$ cat config.mk
export PLATFORM = sky130hd
export DESIGN_NAME = mss_sched
export DESIGN_NICKNAME = d
export VERILOG_FILES = /design/src/inc/mss_pkg.sv /design/src/rtl/mss_sched.sv
export VERILOG_INCLUDE_DIRS = /design/src /design/src/inc
export SDC_FILE = /design/constraint.sdc
export NUM_CORES = 1
export LEC_CHECK = 0
export BUFFER_PORTS_ARGS = -buffer_cell sky130_fd_sc_hd__buf_2
export CAP_MARGIN = 15
export CORE_MARGIN = 4
export CORE_UTILIZATION = 57
export DETAILED_ROUTE_END_ITERATION = 6
export PLACE_DENSITY = 0.9
export SYNTH_ARGS = -nofsm -noshare
export SYNTH_HDL_FRONTEND = slang
export SYNTH_SLANG_ARGS = --single-unit
$ cat constraint.sdc
create_clock -name pclk -period 3.3 [get_ports pclk]
set_input_delay 0.165 -clock pclk [delete_from_list [all_inputs] [get_ports pclk]]
set_output_delay 0.165 -clock pclk [all_outputs]
set_load 0.1 [all_outputs]
$ cat src/inc/mss_consts.svh
// Purpose: Constants for the maintenance slot scheduler.
// Assumes: Included by bare name from the package and the verification files.
// Notes: Codes are 4-bit command codes, 3-bit processor codes.
`ifndef MSS_CONSTS_SVH
`define MSS_CONSTS_SVH

`define MSS_VP_W 3
`define MSS_CMD_W 4
`define MSS_TS_W 4
`define MSS_NUM_VP 8
`define MSS_TS_DEPTH 16
`define MSS_CMD_NOP 4'h0
`define MSS_CMD_1 4'h1
`define MSS_CMD_2 4'h2
`define MSS_CMD_7 4'h7
`define MSS_CMD_B 4'hB
`define MSS_CMD_C 4'hC
`define MSS_CMD_D 4'hD
`define MSS_CMD_E 4'hE
`define MSS_CMD_F 4'hF
`define MSS_CMD_A 4'hA
`define MSS_TS_ZERO 4'h0
`define MSS_TS_QUARTER_LSB 1:0
`define MSS_VP_DLY 3

// APB register byte addresses
`define MSS_A_CTRL 12'h000
`define MSS_A_CMD 12'h004
`define MSS_A_OVR 12'h008
`define MSS_A_TSTAB 12'h00C
`define MSS_A_STAT 12'h010
`define MSS_A_SWREG 12'h014
`define MSS_A_DISP 12'h018
`define MSS_A_MDB 12'h01C
`define MSS_A_ADDR_W 12

// Control register fields
`define MSS_CTL_MODE 1:0
`define MSS_CTL_PPBST 2
`define MSS_CTL_PERMIT 3
`define MSS_CTL_SEL 6:4
`define MSS_CTL_MASK 10:8
`define MSS_CTL_CONT 11
// Command register fields
`define MSS_CMD_CODE 3:0
`define MSS_CMD_REGVP 6:4
`define MSS_CMD_UT 15:8
`define MSS_CMD_DSRC 16
`define MSS_CMD_OSRC 17
// Time slot table write fields
`define MSS_TSW_IDX 3:0
`define MSS_TSW_VP 6:4
`define MSS_TSW_ACT 8

`endif

$ cat src/inc/mss_pkg.sv
// Purpose: Types for the maintenance slot scheduler.
// Assumes: Constants header holds all numbers.
// Notes: Types only.
`include "mss_consts.svh"
package mss_pkg;
   typedef enum logic [1:0] {
      MSS_MODE_NORMAL,
      MSS_MODE_SEMI,
      MSS_MODE_MANUAL
   } mss_mode_t;
   typedef enum logic [1:0] {
      MSS_ST_READY,
      MSS_ST_RUN,
      MSS_ST_DONE
   } mss_state_t;
endpackage : mss_pkg

$ cat src/rtl/mss_sched.sv
// Purpose: Slot scheduler for processor codes, active bits and test mode.
// Assumes: APB slave at 10 MHz, pclk only, presetn asynchronous.
// Notes: Time slot table held as an internal array written over APB.
// Overview of operation
// [RULE_01] Register-field processor code delayed one clock for commands 2-7.
// [RULE_02] Otherwise use the first-stage code.
// [RULE_03] Selected code passes three flip-flop stages to become current; here three stages give the next code, current comes one flop later.
// [RULE_04] Next code picks instruction register; current code broadcast.
// [RULE_05] Active forced one in manual non-burst, or normal at slot zero.
// [RULE_06] Else active bit read from slot table at counter value.
// [RULE_07] Override byte can clear a processor's active bit.
// [RULE_08] Console-selected processor overridable only with permit switch.
// [RULE_09] Burst/continuous command passes active bit only on slots 0,4,8,12.
// [RULE_10] Burst and continuous commands legal only in manual mode.
// [RULE_11] Second of two consecutive same-processor slots is suppressed; here only in normal mode or manual burst.
// [RULE_12] Overridden active bit delayed one flip-flop before decision.
// [RULE_13] Ready maintenance command 1-7, A, B selects test mode.
// [RULE_14] Under-test forces test mode; run commands C-F keep normal.
// [RULE_15] Decision delayed one clock, output as test and gate signals.
// [RULE_16] Gate loads main instruction register at execution period start.
// [RULE_17] Command runs in test processor slot or first free slot.
// [RULE_18] Fifteen command codes plus a no-op.
// [RULE_19] Controller starts and ends in state zero, waits for command.
// [RULE_20] Zero command is no-op; test slot with no-op stays idle.
// [RULE_21] Display and operand source flops pick switch or bus data.
// [RULE_22] Command D clears eight completion flags; each set on finish.
// [RULE_23] First-stage code from mask, selector at slot zero, else table.
// [RULE_24] Semi-auto or manual with commands 0-7 substitutes field code.
`timescale 1ns/1ps
module mss_sched
   import mss_pkg::*;
(
   input wire logic pclk,
   input wire logic presetn,
   input wire logic psel,
   input wire logic penable,
   input wire logic pwrite,
   input wire logic [31:0] paddr,
   input wire logic [31:0] pwdata,
   output logic [31:0] prdata,
   output logic pready,
   output logic pslverr,
   input wire logic [`MSS_NUM_VP-1:0] instr_done,
   input wire logic [31:0] maint_data_bus,
   output logic [`MSS_VP_W-1:0] next_proc_code,
   output logic [`MSS_VP_W-1:0] cur_proc_code,
   output logic [`MSS_VP_W-1:0] maint_reg_proc,
   output logic test_mode,
   output logic normal_exec_indicator,
   output logic [31:0] operand_bus,
   output logic maint_idle
);

   ////////////////////////////////////////////////////////////////////
   // Decoding helpers
   // Inclusive range test on command codes, shared by several decodes
   function automatic logic cmd_in(input logic [`MSS_CMD_W-1:0] c,
                                   input logic [`MSS_CMD_W-1:0] lo,
                                   input logic [`MSS_CMD_W-1:0] hi);
      cmd_in = (c >= lo) && (c <= hi);
   endfunction : cmd_in

   ////////////////////////////////////////////////////////////////////
   // State
   // Console-side registers load over the register bus; the slot
   // counter, code pipeline and decision flops run on every clock.
   // Nothing here has a clock enable, so pipeline timing is fixed.
   logic [11:0] ctrl_r, ctrl_nxt;
   logic [17:0] cmd_r, cmd_nxt;
   logic [`MSS_NUM_VP-1:0] ovr_r, ovr_nxt;
   logic [31:0] swreg_r, swreg_nxt;
   logic [31:0] disp_r, disp_nxt;
   logic [`MSS_VP_W-1:0] tab_vp_r [`MSS_TS_DEPTH];
   logic [`MSS_TS_DEPTH-1:0] tab_act_r, tab_act_nxt;
   logic [`MSS_TS_W-1:0] ts_r, ts_nxt;
   logic [`MSS_VP_W-1:0] regvp_r, regvp_nxt;
   logic [`MSS_VP_W-1:0] pipe_r [`MSS_VP_DLY];
   logic [`MSS_VP_W-1:0] prev_vp_r, prev_vp_nxt;
   logic prev_act_r, prev_act_nxt;
   logic act_j_r, act_j_nxt;
   logic tm_r, tm_nxt;
   logic [`MSS_NUM_VP-1:0] done_r, done_nxt;
   mss_state_t st_r, st_nxt;
   logic [31:0] prdata_r, prdata_nxt;
   logic [`MSS_VP_W-1:0] cur_r;

   ////////////////////////////////////////////////////////////////////
   // Decodes
   // Mode code 3 is neither normal nor manual, so it acts like the
   // semi-automatic mode; software should not write it.
   // Apart from the bus strobes, the decodes below are pure functions of the registered state.
   mss_mode_t mode;
   logic manual, normal, ppbst, ts_zero, wr, rd, rd_ok;
   logic [`MSS_CMD_W-1:0] code;
   logic burst_cmd, illegal, cmd_ok;
   logic [`MSS_VP_W-1:0] first_vp, sel_vp, vp_j;
   logic act_tr, act_ovr, adj, vjeqvr, next_proc_under_test, maint_cmd_ready, maint_run_active;
   logic [`MSS_NUM_VP-1:0] ut_mask;

   // Mode, command and bus strobes
   // Burst codes outside manual are dropped here, so they never reach
   // the controller and cannot hold it in the run state.
   always_comb begin
      mode = mss_mode_t'(ctrl_r[`MSS_CTL_MODE]);
      manual = (mode == MSS_MODE_MANUAL);
      normal = (mode == MSS_MODE_NORMAL);
      ppbst = ctrl_r[`MSS_CTL_PPBST];
      ts_zero = (ts_r == `MSS_TS_ZERO);
      code = cmd_r[`MSS_CMD_CODE];
      burst_cmd = (code == `MSS_CMD_E) || (code == `MSS_CMD_F);
      illegal = burst_cmd && !manual; // RULE_10
      cmd_ok = (code != `MSS_CMD_NOP) && !illegal; // RULE_18
      wr = psel && penable && pwrite;
      rd = psel && !penable && !pwrite;
   end

   // First-stage code for three clocks ahead
   // The register-field substitution follows, so outside normal mode a command
   // 0-7 that names a processor reaches it even when the table would pick another.
   // Only the substituted code enters the pipeline.
   always_comb begin
      if (manual && !ppbst)
         first_vp = ctrl_r[`MSS_CTL_MASK]; // RULE_23
      else if (normal && ts_zero)
         first_vp = ctrl_r[`MSS_CTL_SEL]; // RULE_23
      else
         first_vp = tab_vp_r[ts_r]; // RULE_23
      if (!normal && cmd_in(code, `MSS_CMD_NOP, `MSS_CMD_7))
         sel_vp = cmd_r[`MSS_CMD_REGVP]; // RULE_24
      else
         sel_vp = first_vp; // RULE_02
   end

   // Active bit with overrides
   // Overrides look at the first-stage code, before substitution, so
   // a processor can lose its slot even while a command names it.
   // Back-to-back suppression uses the pre-override active bit of the last slot.
   always_comb begin
      vp_j = pipe_r[0];
      if ((manual && !ppbst) || (normal && ts_zero))
         act_tr = 1'b1; // RULE_05
      else
         act_tr = tab_act_r[ts_r]; // RULE_06
      act_ovr = act_tr;
      if (ovr_r[first_vp] &&
          (first_vp != ctrl_r[`MSS_CTL_SEL] || ctrl_r[`MSS_CTL_PERMIT]))
         act_ovr = 1'b0; // RULE_07 RULE_08
      if (burst_cmd && manual && ts_r[`MSS_TS_QUARTER_LSB] != 2'h0)
         act_ovr = 1'b0; // RULE_09
      adj = prev_act_r && (prev_vp_r == first_vp);
      if ((normal || (manual && ppbst)) && adj && act_tr)
         act_ovr = 1'b0; // RULE_11
   end

   // Test/normal decision terms
   // A run or burst command keeps normal mode so that the processors
   // it releases really execute; a free slot outside normal mode goes
   // to the maintenance side, where a no-op leaves it idle.
   always_comb begin
      vjeqvr = (vp_j == regvp_r);
      ut_mask = cmd_r[`MSS_CMD_UT];
      next_proc_under_test = ut_mask[vp_j] && cmd_in(code, `MSS_CMD_1, `MSS_CMD_B)
              && cmd_ok; // RULE_14
      maint_cmd_ready = cmd_ok && (st_r == MSS_ST_RUN) &&
              (cmd_in(code, `MSS_CMD_1, `MSS_CMD_7) ||
               code == `MSS_CMD_A || code == `MSS_CMD_B) &&
              (!normal || vjeqvr || !act_j_r); // RULE_13 RULE_17
      maint_run_active = cmd_ok && cmd_in(code, `MSS_CMD_C, `MSS_CMD_F); // RULE_14
      // Test mode when command ready or tested; run keeps normal
      tm_nxt = ((maint_cmd_ready || next_proc_under_test) && !maint_run_active) ||
               (!act_j_r && !maint_run_active && !normal); // RULE_13 RULE_14
   end

   ////////////////////////////////////////////////////////////////////
   // Controller and flags
   // The controller leaves ready only for a legal command and returns
   // only once the code is zeroed, so a stale code cannot start a
   // second run.
   always_comb begin
      st_nxt = st_r;
      done_nxt = done_r;
      unique case (st_r)
         MSS_ST_READY: if (cmd_ok) st_nxt = MSS_ST_RUN; // RULE_19
         MSS_ST_RUN: if (tm_r || maint_run_active) st_nxt = MSS_ST_DONE; // RULE_19
         MSS_ST_DONE: if (code == `MSS_CMD_NOP) st_nxt = MSS_ST_READY;
      endcase
      done_nxt = done_r | instr_done; // RULE_22
      if (code == `MSS_CMD_D && st_r == MSS_ST_READY)
         done_nxt = '0; // RULE_22
   end

   ////////////////////////////////////////////////////////////////////
   // Register writes and table
   // A bus write in the done state wins over the hardware clear for that
   // clock only; the code is zeroed on the next, so software must wait for ready.
   // The display register loads only in a granted test slot.
   always_comb begin
      ctrl_nxt = ctrl_r;
      cmd_nxt = cmd_r;
      ovr_nxt = ovr_r;
      swreg_nxt = swreg_r;
      tab_act_nxt = tab_act_r;
      disp_nxt = disp_r;
      if (wr) begin
         unique case (paddr[`MSS_A_ADDR_W-1:0])
            `MSS_A_CTRL: ctrl_nxt = pwdata[11:0];
            `MSS_A_CMD: cmd_nxt = pwdata[17:0];
            `MSS_A_OVR: ovr_nxt = pwdata[`MSS_NUM_VP-1:0];
            `MSS_A_SWREG: swreg_nxt = pwdata;
            `MSS_A_TSTAB:
               tab_act_nxt[pwdata[`MSS_TSW_IDX]] = pwdata[`MSS_TSW_ACT];
            default: ;
         endcase
      end
      if (st_r == MSS_ST_DONE && !wr)
         cmd_nxt[`MSS_CMD_CODE] = `MSS_CMD_NOP; // RULE_19
      if (st_r == MSS_ST_RUN && tm_r)
         disp_nxt = cmd_r[`MSS_CMD_DSRC] ? swreg_r
                                         : maint_data_bus; // RULE_21
      ts_nxt = ts_r + 4'h1;
      regvp_nxt = cmd_r[`MSS_CMD_REGVP]; // RULE_01
      prev_vp_nxt = first_vp;
      prev_act_nxt = act_tr;
      act_j_nxt = act_ovr; // RULE_12
   end

   // APB read mux
   // Read data is captured in the setup cycle and then held, so the
   // access phase never waits; unmapped offsets read as zero.
   // The error flag covers every offset outside the map.
   always_comb begin
      rd_ok = 1'b1;
      prdata_nxt = prdata_r;
      if (rd) begin
         unique case (paddr[`MSS_A_ADDR_W-1:0])
            `MSS_A_CTRL: prdata_nxt = {20'h0, ctrl_r};
            `MSS_A_CMD: prdata_nxt = {14'h0, cmd_r};
            `MSS_A_OVR: prdata_nxt = {24'h0, ovr_r};
            `MSS_A_STAT: prdata_nxt = {16'h0, done_r, 2'h0, st_r,
                                       ts_r};
            `MSS_A_SWREG: prdata_nxt = swreg_r;
            `MSS_A_DISP: prdata_nxt = disp_r;
            `MSS_A_MDB: prdata_nxt = maint_data_bus;
            default: prdata_nxt = 32'h0;
         endcase
      end
      unique case (paddr[`MSS_A_ADDR_W-1:0])
         `MSS_A_CTRL, `MSS_A_CMD, `MSS_A_OVR, `MSS_A_TSTAB, `MSS_A_STAT,
         `MSS_A_SWREG, `MSS_A_DISP, `MSS_A_MDB: rd_ok = 1'b1;
         default: rd_ok = 1'b0;
      endcase
   end

   ////////////////////////////////////////////////////////////////////
   // Registers
   // Reset parks the scheduler in normal mode with an empty table, so
   // only the console selector's processor runs, in slot zero.
   // The controller starts in its ready state with a no-op loaded.
   always_ff @(posedge pclk or negedge presetn) begin
      if (!presetn) begin
         ctrl_r <= 12'h000;
         cmd_r <= 18'h00000;
         ovr_r <= 8'h00;
         swreg_r <= 32'h00000000;
         disp_r <= 32'h00000000;
         tab_act_r <= 16'h0000;
         ts_r <= 4'h0;
         regvp_r <= 3'h0;
         prev_vp_r <= 3'h0;
         prev_act_r <= 1'b0;
         act_j_r <= 1'b0;
         tm_r <= 1'b0;
         done_r <= 8'h00;
         st_r <= MSS_ST_READY;
         prdata_r <= 32'h00000000;
         cur_r <= 3'h0;
      end else begin
         ctrl_r <= ctrl_nxt;
         cmd_r <= cmd_nxt;
         ovr_r <= ovr_nxt;
         swreg_r <= swreg_nxt;
         disp_r <= disp_nxt;
         tab_act_r <= tab_act_nxt;
         ts_r <= ts_nxt;
         regvp_r <= regvp_nxt; // RULE_01
         prev_vp_r <= prev_vp_nxt;
         prev_act_r <= prev_act_nxt;
         act_j_r <= act_j_nxt; // RULE_12
         tm_r <= tm_nxt; // RULE_15
         done_r <= done_nxt;
         st_r <= st_nxt;
         prdata_r <= prdata_nxt;
         cur_r <= pipe_r[`MSS_VP_DLY-1];
      end
   end

   // Three-stage processor code pipeline
   // Stage zero holds the code two clocks ahead, the last stage the
   // next code; the under-test compare taps stage zero.
   // Current code is one more flop behind the last stage.
   always_ff @(posedge pclk or negedge presetn) begin
      if (!presetn) begin
         for (int i = 0; i < `MSS_VP_DLY; i++)
            pipe_r[i] <= 3'h0;
      end else begin
         pipe_r[0] <= sel_vp; // RULE_03
         for (int i = 1; i < `MSS_VP_DLY; i++)
            pipe_r[i] <= pipe_r[i-1]; // RULE_03
      end
   end

   // Slot table processor codes
   // One entry is rewritten per bus write; the active bit of the same
   // entry changes in the register write logic on that edge.
   // The table is only written, never read back over the bus.
   always_ff @(posedge pclk or negedge presetn) begin
      if (!presetn) begin
         for (int i = 0; i < `MSS_TS_DEPTH; i++)
            tab_vp_r[i] <= 3'h0;
      end else if (wr && paddr[`MSS_A_ADDR_W-1:0] == `MSS_A_TSTAB) begin
         tab_vp_r[pwdata[`MSS_TSW_IDX]] <= pwdata[`MSS_TSW_VP];
      end
   end

   ////////////////////////////////////////////////////////////////////
   // Outputs
   // All outputs but the bus handshake, the gate, the operand mux and the idle
   // flag come straight from flops, so the processor sees clean levels.
   // The gate is the inverse of the test indicator by construction.
   always_comb begin
      prdata = prdata_r;
      pready = 1'b1;
      pslverr = psel && penable && !rd_ok;
      next_proc_code = pipe_r[`MSS_VP_DLY-1]; // RULE_04
      cur_proc_code = cur_r; // RULE_04
      maint_reg_proc = regvp_r; // RULE_01
      test_mode = tm_r; // RULE_15
      normal_exec_indicator = !tm_r; // RULE_15 RULE_16
      operand_bus = cmd_r[`MSS_CMD_OSRC] ? swreg_r : disp_r; // RULE_21
      maint_idle = tm_r && (code == `MSS_CMD_NOP); // RULE_20
   end

endmodule : mss_sched

After elaboration in Yosys (flattened, before gate mapping)
Memory sizes are Yosys's and may differ from the RTL's.
Cells that the tools add are included.
- ROM bits: 32
- bits of input ports: 109
- memories: 1
- word-level logic and storage cells: 186
- register bits: 233
- memory list (name ; words ; width ; rd ports ; clocked after memory_dff ; write ports ; RTL line ; text):
    (name not given) ; 32 ; 1 ; 1 ; 0 ; 0 ; mss_sched.sv:247 ; unique case (paddr[`MSS_A_ADDR_W-1:0])
- reductions and logical operators: 76
- order comparisons: 14
- bitwise operators: 3
- multiplexer cells: 34
- eq/ne operators: 21
- add/subtract/negate cells: 1
- operators with widths (kind ; number):
    one-hot mux 32 bit (7 select lines) ; 1
    2-to-1 mux 32 bit ; 2
    bitwise mux 48 bit ; 1
    equality test 12 x 5 -> 1 bit, second input constant ; 4
    logical AND 1 bit ; 37
    equality test 12 x 4 -> 1 bit, second input constant ; 2
    equality test 4 bit, second input constant ; 5
    2-to-1 mux 3 bit ; 6
    bitwise mux 16 bit ; 1
    binary-select mux 3 bit (select 4 bit) ; 1
    demux 3 bit (select 4 bit) ; 1
    equality test 12 x 3 -> 1 bit, second input constant ; 1
    >= comparator 4 x 1 -> 1 bit, second input constant ; 3
    logical NOT 12 bit ; 1
    2-to-1 mux 4 bit ; 3
    AND reduction 2 bit ; 6
    logical NOT 1 bit ; 11
    logical OR 1 bit ; 11
    >= comparator 5 bit, second input constant ; 2
    less-than comparator 4 x 5 -> 1 bit, second input constant ; 2
    NOT 4 -> 5 bit ; 2
    2-to-1 mux 1 bit ; 9
    less-or-equal comparator 4 bit, second input constant ; 2
    logical NOT 4 bit ; 2
    22 further kinds ; 33

Logic depth before layout (Yosys ltp)
- word-level depth: 12
- mapped depth: 13
- depth with buffers taken out: 11

Least setup slack after synthesis
OpenSTA, ideal clock, no wires.
- kind: register to output
- from: register tm_r (netlist: test_mode)
- to: output port maint_idle
- setup slack: 0.064 ns
- required time: 3.135 ns
- arrival time: 3.071 ns
- cell stages (with the launch flop): 3
- path buffers: 0
- cells stage by stage: dfrtp_1 -> inv_1 -> nor2_1
- longest elaborated chain between the ends: 1
- RTL lines (what ; RTL line ; text):
    start, declared ; mss_sched.sv:81 ; logic tm_r, tm_nxt;
    start signal, assigned ; mss_sched.sv:289 ; tm_r <= tm_nxt;
    logical AND 1 bit ; mss_sched.sv:340 ; maint_idle = tm_r && (code == `MSS_CMD_NOP);
    end, declared ; mss_sched.sv:51 ; output logic maint_idle
No other way between the ends.

Final worst setup path
- from: register ts_r[0]
- to: register act_j_r
- longest elaborated chain between the ends: 12
- elaborated cells between the ends (all ways): 26
- classes of those cells: 2 x eq/ne; 13 x mux; 1 x bitwise; 10 x reduce/logical
- RTL lines (what ; RTL line ; text):
    start, declared ; mss_sched.sv:75 ; logic [`MSS_TS_W-1:0] ts_r, ts_nxt;
    start signal, assigned ; mss_sched.sv:284 ; ts_r <= ts_nxt;
    NOT 4 -> 5 bit (not written as such) ; mss_sched.sv:127 ; first_vp = tab_vp_r[ts_r];
    binary-select mux 3 bit (select 4 bit) ; mss_sched.sv:127 ;
    2-to-1 mux 3 bit (not written as such) (2 in a row) ; mss_sched.sv:127 ;
    2-to-1 mux 3 bit * ; mss_sched.sv:124 ; else if (normal && ts_zero)
    2-to-1 mux 3 bit * ; mss_sched.sv:122 ; if (manual && !ppbst)
    named net first_vp[0] ; mss_sched.sv:96 ; logic [`MSS_VP_W-1:0] first_vp, sel_vp, vp_j;
    binary-select mux 1 bit (select 3 bit) / != test 3 bit (equally long branches) ; mss_sched.sv:145, mss_sched.sv:146 ;
    2-to-1 mux 1 bit (not written as such) / logical OR 1 bit (equally long branches) ; mss_sched.sv:145, mss_sched.sv:146 ;
    logical AND 1 bit ; mss_sched.sv:145 ; if (ovr_r[first_vp] &&
    2-to-1 mux 1 bit ; mss_sched.sv:145 ;
    2-to-1 mux 1 bit ; mss_sched.sv:148 ; if (burst_cmd && manual && ts_r[`MSS_TS_QUARTER_LSB] != 2'h0)
    2-to-1 mux 1 bit * ; mss_sched.sv:151 ; if ((normal || (manual && ppbst)) && adj && act_tr)
    named net act_j_nxt ; mss_sched.sv:80 ; logic act_j_r, act_j_nxt;
    end signal, assigned ; mss_sched.sv:288 ; act_j_r <= act_j_nxt;
    end, declared ; mss_sched.sv:80 ;
The timed path passes the listed nets; every way through them passes the cells marked *. The select of a mux whose other input is x is not followed.
A chain may end at the register's enable or synchronous reset.

==> flow_summary.json <==
{
  "outcome": "finished with violations",
  "violations": "design-rule violations, negative hold slack",
  "cts_resized": 0,
  "drcViolationCount": 5,
  "die_h_um": 147,
  "top_layer": "met5",
  "clockPowerShare_pct": 44.0,
  "postLayoutCoreUtil_pct": 71.7,
  "drtPass1Iterations": 7,
  "max_freq_ghz": 0.341,
  "whs_ns": -0.00296,
  "share_comb_of_total_power_pct": 8.9,
  "grt_antenna_before_repair": 3,
  "post_cts.repair.setup_buffers": 0,
  "max_slew_margin_pct": 23.7,
  "clk_pin_slew_ns": 0.07,
  "cts_sinks": 233,
  "yosys_warnings": 0,
  "fin_ws_ns": 0.370,
  "gp_congestion": 0.930,
  "port_buffers": 165,
  "ant_nets": 0,
  "internal_power_uw": 4630,
  "rows": 50,
  "die_w_um": 147,
  "crit_fanout": 8,
  "synth_cell_type_count": 56,
  "vias_per_cell": 6.59,
  "cp.arrival_ns": 3.32,
  "io-pin-count": 187,
  "clock_latency_ns": 0.53,
  "slew_violations": 0,
  "final_cell_mix": "232 x dfrtp_1, 164 x buf_2, 156 x mux2_2",
  "fin_setup_tns_ns": 0,
  "initial_core_util_pct": 58.4,
  "synthArstFlopShare_pct": 100,
  "overflow": 0,
  "criticalPathCategory": "reg -> reg",
  "syn_nets": 1019,
  "finalSetupViolCount": 0,
  "maxCapViolations": 0,
  "grt_max_degree": 100,
  "area_growth_pct": 22.7,
  "grt_use_total_pct": 31.6,
  "dieArea_um2": 21600,
  "crit_path_start_kind": "register",
  "hold_class": "in -> reg",
  "sw_frac_of_total_pct": 25.0,
  "drt_iter0_drc": 974,
  "yosys_register_bits": 233,
  "wl_met2_mm": 16.4,
  "cts_made_buffers": 25,
  "cts_tree": "done",
  "post-dp-hpwl_mm": 21.3,
  "hold_buffers": 58,
  "power_leakage_uw": 0.00620,
  "powerDensity_nw_per_um2": 458,
  "preCtsSetupSlack_ns": 0.403,
  "wl_met1_mm": 12.3,
  "ys_seq_area_share_pct": 53.0,
  "cts_max_level": 1,
  "grt_pass1_wl_mm": 54.1,
  "end_kind": "register",
  "finalCritPeriodShare_pct": 88.8,
  "clockBufferDepth": 3,
  "vias": 9219,
  "fin_nets": 1236,
  "layout-drive-gt1-share_pct": 37.6,
  "wl_mm": 34.5,
  "synth_edf_count": 0,
  "avgRoutedWirePerCell_um": 24.7,
  "first_global_vias": 9802,
  "syn_area_per_cell_um2": 12.2,
  "syn_area_um2": 11000,
  "irDropWorstVdd_uv": 416,
  "fin_total_pwr_uw": 6180,
  "rsz0062_at_grt": "no",
  "finalClockSkew_ns": 0.0291,
  "synth_cells": 905,
  "post-route-min-period_ns": 2.93,
  "p_sw_uw": 1550,
  "p_seq_share_pct": 47.2,
  "hold_violations": 1,
  "tightest_slew_ns": 1.14,
  "fillers": 1146,
  "met3_length_mm": 3.64,
  "final_common_cell": "dfrtp_1",
  "cts-root-buf": "clkbuf_16",
  "cp.required_ns": 3.69,
  "synth_ff_type": "dfrtp_1",
  "core_um2": 18800
}
[cells by family (layout without fill, tap and decap cells)]
family          after synthesis  after routing  synth area share (%)
simple gates                170            170                  7.43
buf+inv                      75            307                  2.87
fa+ha+maj                     5              5                 0.569
compound gates              197            197                  12.2
other cells                   1              2                0.0341
flops                       233            233                  53.0
xor+xnor                     10             10                 0.796
mux                         214            214                  23.1
[synthesized netlist by cell type, types with 16 or more instances]
library cell / instances / area (um^2)
nand3_1: 20 / 100
a222oi_1: 24 / 240
mux4_2: 16 / 360
dfrtp_1: 233 / 5830
mux2_2: 156 / 1760
mux2i_1: 42 / 420
clkbuf_1: 42 / 158
o21ai_0: 42 / 210
a21oi_1: 45 / 225
nor2_1: 62 / 233
a22oi_1: 22 / 165
nand2_1: 54 / 203
[routing by layer]
metal | track usage, % | vias to the layer above
met5 | 0 | -
met4 | 17.7 | 4
met3 | 7.68 | 192
met2 | 51.8 | 702
met1 | 38.5 | 4529
li1 | - | 3792
[flip-flops by register name, indices dropped and copies added, names as in the netlist, 8 cells and up]
name	cells
tab_vp_r	48
disp_r	32
prdata	32
swreg_r	32
cmd_r	18
tab_act_r	16
ctrl_r	12
done_r	8
ovr_r	8
[worst paths after layout]
path | start | end | slack (ns) | cells after the start
setup / recovery | ts_r[0]$_DFF_PN0_ | act_j_r$_DFF_PN0_ | 0.37 | 11
hold / removal | maint_data_bus[16] | disp_r[16]$_DFFE_PN0P_ | -0.003 | 3
setup reg to reg | ts_r[0]$_DFF_PN0_ | act_j_r$_DFF_PN0_ | 0.37 | 11
hold reg to reg | pipe_r[3]$_DFF_PN0_ | next_proc_code[0]$_DFF_PN0_ | 0.35 | 0
max in group asynchronous | presetn | cmd_r[6]$_DFFE_PN0P_ | 2.00 | 3
min in group asynchronous | presetn | prdata[0]$_DFFE_PN0P_ | 0.25 | 2
[worst max-delay path, stage by stage, from the launching register on]
cell,delay [ns]
dfrtp_1,0.51
inv_1,0.21
ha_1,0.23
or4b_1,0.47
nor2_1,0.22
a21oi_1,0.10
o211a_1,0.15
or2_2,0.32
inv_1,0.17
a211oi_1,0.10
o21ai_0,0.21
a31oi_1,0.12
[power groups by stage]
stage	logic, uW	registers, uW	clock network (uW)
after global placement	467	2960	0
final	548	2910	2720
after CTS	536	2910	2710
after floorplan	288	2960	0
after global routing	581	2910	2850
after detailed placement	478	2960	0
[final cells by class]
| class | count | area, um^2 | area share, % |
|---|---|---|---|
| Clock buffer | 38 | 764 | 5.66 |
| Antenna cell | 1 | 2.50 | 0.0185 |
| Timing Repair Buffer | 252 | 1630 | 12.1 |
| Clock inverter | 4 | 23.8 | 0.176 |
| Multi-Input combinational cell | 597 | 4870 | 36.1 |
| Inverter | 13 | 48.8 | 0.362 |
| Sequential cell | 233 | 5830 | 43.2 |
| Tap cell | 260 | 325 | 2.41 |
[stage by stage]
stage	std cells	area, um^2
2_1_floorplan	905	11000
3_3_place_gp	1297	12100
3_5_place_dp	1297	12100
4_1_cts	1397	13500
5_1_grt	1398	13500
6_report	1398	13500
Note: power is estimated with default switching activity, not from simulation.
